[src/core/phpd_consts.vh]
// constants for the peak and hold predriver control block
// assumes inclusion by bare name from the core design files
`ifndef PHPD_CONSTS_VH
`define PHPD_CONSTS_VH
`define PHPD_FRAME_BITS 5'h10
`define PHPD_CNT_W 5
`define PHPD_WR_BIT 15
`define PHPD_ADDR_HI 14
`define PHPD_ADDR_LO 12
`define PHPD_DATA_HI 6
`define PHPD_ADDR_AUX 3'h1
`define PHPD_ADDR_PEAK 3'h2
`define PHPD_ADDR_HOLD 3'h3
`define PHPD_AUX_DWELL_HI 2
`define PHPD_AUX_SRC_BIT 3
`define PHPD_AUX_OVLO_BIT 6
`define PHPD_AUX_RST 7'h00
`define PHPD_PEAK_RST 7'h00
`define PHPD_HOLD_RST 7'h00
`define PHPD_FAULT_RST 4'h0
`define PHPD_SCLK_MAX_KHZ 4000
`define PHPD_CLK_KHZ 100000
`define PHPD_SCLK_MIN_CYC ((`PHPD_CLK_KHZ + `PHPD_SCLK_MAX_KHZ - 1) / `PHPD_SCLK_MAX_KHZ)
`endif

[src/core/phpd_sync.v]
// two flip-flop synchroniser for the pin inputs of the predriver control
// assumes all seven inputs are asynchronous to core_clk
`timescale 1ns/1ps
module phpd_sync (
	input wire core_clk,
	input wire sys_rst,
	input wire [6:0] async_in,
	output reg [6:0] sync_out
);
	reg [6:0] meta_q;
	// chip select idles high so that a reset never looks like a selected frame
	always @(posedge core_clk or posedge sys_rst) begin
		if (sys_rst) begin
			meta_q <= 7'h08;
			sync_out <= 7'h08;
		end else begin
			meta_q <= async_in;
			sync_out <= meta_q;
		end
	end
endmodule

[src/core/phpd_ctrl.v]
// Operation
// (RQ1) drive command is permit AND cycle control
// (RQ2) dwell select chooses peak or hold reference
// (RQ3) aux bit 3: 0 clock mode, 1 level
// (RQ4) serial activity only while chip select low
// (RQ5) serial output released while chip select high
// (RQ6) shift in data, shift out status together
// (RQ7) sixteen bit frames, serial clock to 4 MHz
// (RQ8) compare load current with selected 7-bit reference
// (RQ9) loop output low while current below reference
// (RQ10) fault pulls open-drain low, details readable serially
// (RQ11) aux bit 6 with overvoltage disables gate only
// (RQ12) apply word at chip select rise after sixteen clocks
//
// top of the digital control section; load current arrives as a 7-bit
// sample and fault events as one-cycle pulses from core_clk logic
`timescale 1ns/1ps
`include "phpd_consts.vh"
module phpd_ctrl (
	input wire core_clk,
	input wire sys_rst,
	input wire output_permit,
	input wire cycle_ctrl,
	input wire dwell_select,
	input wire chip_select_low,
	input wire sclk,
	input wire sdi,
	input wire ovlo_detect,
	input wire [6:0] load_current,
	input wire [3:0] fault_events,
	output reg sdo_q,
	output reg sdo_oe_q,
	output reg loop_q,
	output reg fault_out_q,
	output reg fault_oe_q,
	output reg gate_cmd_q,
	output reg clamp_cmd_q,
	output reg peak_sel_q
);
	wire [6:0] s;
	wire permit_s;
	wire cycle_s;
	wire dwell_s;
	wire csn_s;
	wire sclk_s;
	wire sdi_s;
	wire ovlo_s;
	reg csn_d1_q;
	reg sclk_d1_q;
	reg dwell_d1_q;
	reg cmd_d1_q;
	reg [15:0] shift_q;
	reg [4:0] bit_cnt_q;
	reg [6:0] aux_q;
	reg [6:0] peak_q;
	reg [6:0] hold_q;
	reg [3:0] fault_q;
	reg [2:0] dwell_cnt_q;
	reg dwell_done_q;
	wire cs_fall;
	wire cs_rise;
	wire sclk_rise;
	wire sclk_fall;
	wire dwell_rise;
	wire drive_cmd;
	wire ov_lock;
	wire use_peak;
	wire [6:0] ref_val;
	wire below;
	wire frame_ok;
	wire [2:0] wr_addr;
	wire [15:0] status_word;

	// edge finders on synchronised levels; prev_v is the level one core cycle earlier
	function rise_of;
		input now_v;
		input prev_v;
		begin
			rise_of = now_v & ~prev_v;
		end
	endfunction

	function fall_of;
		input now_v;
		input prev_v;
		begin
			fall_of = ~now_v & prev_v;
		end
	endfunction

	phpd_sync u_sync (
		.core_clk(core_clk),
		.sys_rst(sys_rst),
		.async_in({ovlo_detect, sdi, sclk, chip_select_low, dwell_select, cycle_ctrl, output_permit}),
		.sync_out(s)
	);
	assign permit_s = s[0];
	assign cycle_s = s[1];
	assign dwell_s = s[2];
	assign csn_s = s[3];
	assign sclk_s = s[4];
	assign sdi_s = s[5];
	assign ovlo_s = s[6];

	assign cs_fall = fall_of(csn_s, csn_d1_q);
	assign cs_rise = rise_of(csn_s, csn_d1_q);
	// edges only count while selected; sclk limit leaves over 12 core cycles per phase
	assign sclk_rise = ~csn_s & rise_of(sclk_s, sclk_d1_q); // RQ4
	assign sclk_fall = ~csn_s & fall_of(sclk_s, sclk_d1_q); // RQ4
	assign dwell_rise = rise_of(dwell_s, dwell_d1_q);
	assign drive_cmd = permit_s & cycle_s; // RQ1
	assign ov_lock = aux_q[`PHPD_AUX_OVLO_BIT] & ovlo_s; // RQ11
	// clock mode: peak until one more than the programmed count of dwell clocks after drive start
	assign use_peak = aux_q[`PHPD_AUX_SRC_BIT] ? dwell_s : ~dwell_done_q; // RQ2 RQ3
	assign ref_val = use_peak ? peak_q : hold_q; // RQ2
	assign below = load_current < ref_val; // RQ8
	assign frame_ok = bit_cnt_q == `PHPD_FRAME_BITS; // RQ7 RQ12
	assign wr_addr = shift_q[`PHPD_ADDR_HI:`PHPD_ADDR_LO];
	assign status_word = {fault_q, ovlo_s, ~below, use_peak, drive_cmd, 1'b0, aux_q}; // RQ10

	always @(posedge core_clk or posedge sys_rst) begin
		if (sys_rst) begin
			csn_d1_q <= 1'b1;
			sclk_d1_q <= 1'b0;
			dwell_d1_q <= 1'b0;
			cmd_d1_q <= 1'b0;
		end else begin
			csn_d1_q <= csn_s;
			sclk_d1_q <= sclk_s;
			dwell_d1_q <= dwell_s;
			cmd_d1_q <= drive_cmd;
		end
	end

	// serial shift register, mode 0: sample on rise, present on fall
	// sdo_oe_q trails the pin by three core cycles; the first sclk edge comes later anyway
	always @(posedge core_clk or posedge sys_rst) begin
		if (sys_rst) begin
			shift_q <= 16'h0000;
			bit_cnt_q <= 5'h00;
			sdo_q <= 1'b0;
			sdo_oe_q <= 1'b0;
		end else begin
			sdo_oe_q <= ~csn_s; // RQ5
			if (cs_fall) begin
				shift_q <= status_word; // RQ6
				sdo_q <= status_word[15];
				bit_cnt_q <= 5'h00;
			end else if (sclk_rise) begin
				shift_q <= {shift_q[14:0], sdi_s}; // RQ6
				if (bit_cnt_q != 5'h1f)
					bit_cnt_q <= bit_cnt_q + 5'h01;
			end else if (sclk_fall) begin
				sdo_q <= shift_q[15]; // RQ6
			end
		end
	end

	// unknown addresses write nothing, so a stray frame cannot move a reference
	// registers change only on a clean sixteen clock frame; a short or long one is dropped
	always @(posedge core_clk or posedge sys_rst) begin
		if (sys_rst) begin
			aux_q <= `PHPD_AUX_RST; // RQ3
			peak_q <= `PHPD_PEAK_RST;
			hold_q <= `PHPD_HOLD_RST;
		end else if (cs_rise && frame_ok && shift_q[`PHPD_WR_BIT]) begin // RQ12
			case (wr_addr)
				`PHPD_ADDR_AUX: aux_q <= shift_q[`PHPD_DATA_HI:0];
				`PHPD_ADDR_PEAK: peak_q <= shift_q[`PHPD_DATA_HI:0];
				`PHPD_ADDR_HOLD: hold_q <= shift_q[`PHPD_DATA_HI:0];
				default: aux_q <= aux_q;
			endcase
		end
	end

	// sticky fault details, cleared by a valid frame; a new event wins over the clear
	always @(posedge core_clk or posedge sys_rst) begin
		if (sys_rst) begin
			fault_q <= `PHPD_FAULT_RST;
		end else if (cs_rise && frame_ok) begin
			fault_q <= fault_events; // RQ10
		end else begin
			fault_q <= fault_q | fault_events; // RQ10
		end
	end

	// dwell counter restarts at every rising drive command
	// a stray dwell edge after reset is harmless: the next drive start clears the count
	always @(posedge core_clk or posedge sys_rst) begin
		if (sys_rst) begin
			dwell_cnt_q <= 3'h0;
			dwell_done_q <= 1'b0;
		end else if (drive_cmd && !cmd_d1_q) begin
			dwell_cnt_q <= 3'h0;
			dwell_done_q <= 1'b0;
		end else if (dwell_rise && !dwell_done_q) begin // RQ3
			dwell_cnt_q <= dwell_cnt_q + 3'h1;
			if (dwell_cnt_q == aux_q[`PHPD_AUX_DWELL_HI:0])
				dwell_done_q <= 1'b1;
		end
	end

	// fault pad is open drain: its data stays low and the enable carries the fault
	always @(posedge core_clk or posedge sys_rst) begin
		if (sys_rst) begin
			loop_q <= 1'b0;
			fault_out_q <= 1'b0;
			fault_oe_q <= 1'b0;
			gate_cmd_q <= 1'b0;
			clamp_cmd_q <= 1'b0;
			peak_sel_q <= 1'b1;
		end else begin
			loop_q <= ~below; // RQ9
			fault_out_q <= 1'b0;
			fault_oe_q <= (|fault_q) | (|fault_events) | ov_lock; // RQ10
			gate_cmd_q <= drive_cmd & below & ~ov_lock; // RQ1 RQ8 RQ11
			// clamp keeps recirculating while drive_cmd is high and the gate is off, also under lockout
			clamp_cmd_q <= drive_cmd & ~(below & ~ov_lock); // RQ11
			peak_sel_q <= use_peak; // RQ2
		end
	end
endmodule

[config.mk]
export PLATFORM = sky130hd
export DESIGN_NAME = phpd_ctrl
export DESIGN_NICKNAME = d
export VERILOG_FILES = /design/src/core/phpd_sync.v /design/src/core/phpd_ctrl.v
export VERILOG_INCLUDE_DIRS = /design/src /design/src/core
export SDC_FILE = /design/constraint.sdc
export NUM_CORES = 1
export LEC_CHECK = 0
export ABC_CLOCK_PERIOD_IN_PS = 6300
export BUFFER_PORTS_ARGS = -buffer_cell sky130_fd_sc_hd__clkbuf_2
export CAP_MARGIN = 20
export CORE_MARGIN = 2
export CORE_UTILIZATION = 55
export CTS_BUF_LIST = sky130_fd_sc_hd__clkbuf_16
export CTS_CLUSTER_SIZE = 24
export DETAILED_ROUTE_END_ITERATION = 8
export PLACE_DENSITY_LB_ADDON = 0.15
export SYNTH_ARGS = -nofsm -noshare
export SYNTH_HDL_FRONTEND = slang
export SYNTH_SLANG_ARGS = --single-unit
[constraint.sdc]
create_clock -name core_clk -period 6.3 [get_ports core_clk]
set_clock_uncertainty 0.05 [all_clocks]
set_input_delay 0.315 -clock core_clk [delete_from_list [all_inputs] [get_ports core_clk]]
set_output_delay 0.315 -clock core_clk [all_outputs]
set_load 0.1 [all_outputs]
==> results.yml <==
global_routing:
  grtUsageTotal_pct: 20.9
  grt_max_degree: 76
  grt_overflow: 0
  grt_pass1_wl_um: 9870
  antenna_found_initial: 0
  grt_pass1_vias: 1989
critical_path:
  cp-end-kind: "register"
  reg2reg_from: "aux_q[3]"
  reg2reg_depth: 8
  critPathLaunch: "aux_q[3]"
  reg2reg_to: "shift_q[10]"
  critPathLaunchType: "register"
  r2r_slack_ns: 3.61
  required_ns: 6.43
  cp_max_fo: 9
  worstSetupPathType: "register to register"
  crit_arrival_ns: 2.82
timing:
  post-route-period-util_pct: 42.8
  tightest_slew_ns: 0.918
  rsz0062_at_grt: "false"
  setup_tns_ns: 0
  max_slew_margin_pct: 38.8
  hold_violations: 0
  period_minus_slack_ns: 2.69
  final_max_slew_viol_count: 0
  fmax_ghz: 0.371
  setup_viol: 0
worst_hold_path:
  whs_endpoint: "u_sync.meta_q[3]"
  min_path_type: "input port to register"
  min_from: "chip_select_low"
  hold_path_depth: 1
routing:
  detail-route-antenna-nets: 0
  routed_wl_um: 5830
  drtPass1Iterations: 5
  vias: 2030
  vias_per_cell: 5.64
  wire_per_inst_um: 16.2
  drt-initial-drc-count: 215
  drc: 0
clock_network:
  cts.reportedPaths.clkPinSlew_ns: 0.06
  cts.htree.levels: 3
  cts_hold_buf: 0
  cts_setup_buffers: 0
  cts_tree: "done"
  clkLatencyLatePin_ns: 0.33
  cts-resized-gates: 0
  clock_path_buffers: 2
  cts-root-buf: "clkbuf_16"
  cts_buffers: 9
  clkSinkCount: 75
logic_synthesis:
  seq_area_frac_synth_pct: 59.5
  synth_warnings: 0
  synth_area_sq_um: 3160
  syn-instance-count: 254
  syn_area_per_cell_sq_um: 12.5
  yosys-top-cells-area: "dfrtp_1 (56%), mux2_2 (7.5%), a22oi_1 (5.2%)"
  synth_edf_count: 0
  ys_seq_elements: 75
  syn_nets: 284
  yosys.area.top_type: "dfrtp_1"
  ys.flop_type: "dfrtp_1"
  yosysUniqueCellTypes: 39
  yosysTopAreaCellShare_pct: 56.1
  async_reset_ff_share_pct: 100
floorplanning:
  core_sq_um: 5540
  rows: 27
  pin_count: 28
  die-area_sq_um: 6380
  dieHeight_um: 79.9
  initial_core_util_pct: 57.1
  die_x_um: 79.9
run:
  maxCapViolCount: 0
power_and_ir_drop:
  pwr_density_cell_nw_per_um2: 336
  p_leak_nw: 1.71
  pwr-share-clk_pct: 43.1
  combinationalPowerShare_pct: 12.3
  pwr-share-seq_pct: 44.7
  sw_frac_of_total_pct: 25.8
  p_int_mw: 0.910
  p_sw_mw: 0.317
  peakVddDrop_mv: 0.214
  p_total_mw: 1.23
placed_design:
  io_buffers: 26
  gp_congestion: 0.762
  dpl_cell_area_sq_um: 3340
  hpwlAfterDp_um: 3770
finish:
  area_growth_pct: 15.5
  fill_cells: 445
  finalNetCount: 313
  antennaDiodeCount: 0
  fin_area_sq_um: 3650
  drive_gt1_share_pct: 25.0
status:
  outcome: "finished, final reports clean"
## critical path, stage by stage, from the launching register on
cell	delay, ns
dfrtp_1	0.41
mux2i_4	0.49
mux2i_1	0.24
ha_1	0.26
a21oi_1	0.15
nor2_1	0.06
a2111oi_0	0.46
o31a_1	0.31
a221oi_1	0.11
## cells in the final DEF, fill, tap and decap left out, types with 2 or more instances in the layout
master	n
dfrtp_1	71
nand3_2	2
bufinv_16	2
a22oi_1	22
nand4_1	2
nor2_1	13
clkbuf_16	9
a21oi_1	6
mux2_2	21
dfstp_2	4
nor4_1	2
ha_1	10
a21o_1	4
o21ai_0	22
clkbuf_2	26
xnor2_1	4
inv_1	9
mux2i_1	8
and3_1	2
a31oi_1	2
nand2_1	18
a41oi_1	2
nand2b_1	3
nand3_1	2
nor2b_1	3
## cell type report
cell class	count	area, sq um	area share (%)
clock buffers	9	225	6.16
clock inverters	7	85.1	2.33
inverters	8	30.0	0.822
multi-input cells	162	1200	32.9
flip-flops and latches	75	1880	51.5
well taps	72	90.1	2.47
repair buffers	27	138	3.77
## metal layers
metal	routed length (um)	part of all wire, %	vias to the layer above	GRT usage [%]
li1	-	-	977	-
met1	2770	48	1005	29.2
met2	2750	47	40	31.0
met3	217	3.7	8	5.43
met4	88	1.5	0	9.15
met5	0	0	-	0
## power by group through the flow
stage | Sequential [mW] | Combinational, mW | Clock [mW]
2_1_floorplan | 0.585 | 0.0878 | 0
3_3_place_gp | 0.556 | 0.148 | 0
3_5_place_dp | 0.557 | 0.150 | 0
4_1_cts | 0.548 | 0.151 | 0.537
5_1_grt | 0.552 | 0.165 | 0.558
6_report | 0.548 | 0.151 | 0.528
## kinds of logic after synthesis
group                    synth area share, %
AO/OA/AOI/OAI                           13.0
flip-flops                              59.5
multiplexers                            10.7
buffers and inverters                   2.49
XOR/XNOR                                1.38
AND/OR/NAND/NOR                         8.90
other                                  0.119
adder cells (fa/ha/maj)                 3.95
## stage by stage
step                      instances  hold WS (ns)  util (%)  worst slack (ns)
after floorplan                 254         0.269         -              3.99
after global placement          344         0.283      60.3              3.77
after detailed placement        344         0.285      60.3              3.64
after CTS                       360       0.00343      65.9              3.65
after global routing            360       0.00191      65.9              3.42
final                           360        0.0109      65.9              3.61
## cell usage after synthesis, types with 2 or more instances
| library cell | instances |
|---|---|
| dfrtp_1 | 71 |
| a22oi_1 | 22 |
| o21ai_0 | 22 |
| mux2_2 | 21 |
| nand2_1 | 18 |
| nor2_1 | 13 |
| ha_1 | 10 |
| inv_1 | 8 |
| mux2i_1 | 8 |
| a21oi_1 | 6 |
| clkbuf_1 | 6 |
| a21o_1 | 4 |
| dfstp_2 | 4 |
| xnor2_1 | 4 |
| nand2b_1 | 3 |
| nor2b_1 | 3 |
| a31oi_1 | 2 |
| a41oi_1 | 2 |
| and3_1 | 2 |
| buf_4 | 2 |
| nand3_1 | 2 |
| nand3_2 | 2 |
| nand4_1 | 2 |
| nor4_1 | 2 |
## registers in the layout, summed over array words and instances, names as in the netlist, 3 cells and up
signal and cells:
aux_q 7, bit_cnt_q 5, dwell_cnt_q 3, fault_q 4, hold_q 7, peak_q 7, shift_q 16, u_sync.meta_q 7
u_sync.sync_out 7
## worst max path at each step
stage | end | slack, ns
3_5_place_dp | shift_q[10] | 3.64
3_3_place_gp | shift_q[10] | 3.77
5_1_grt | shift_q[10] | 3.42
2_1_floorplan | shift_q[10] | 3.99
6_report | shift_q[10] | 3.61
4_1_cts | shift_q[10] | 3.65
(Power assumes the default switching activity.)
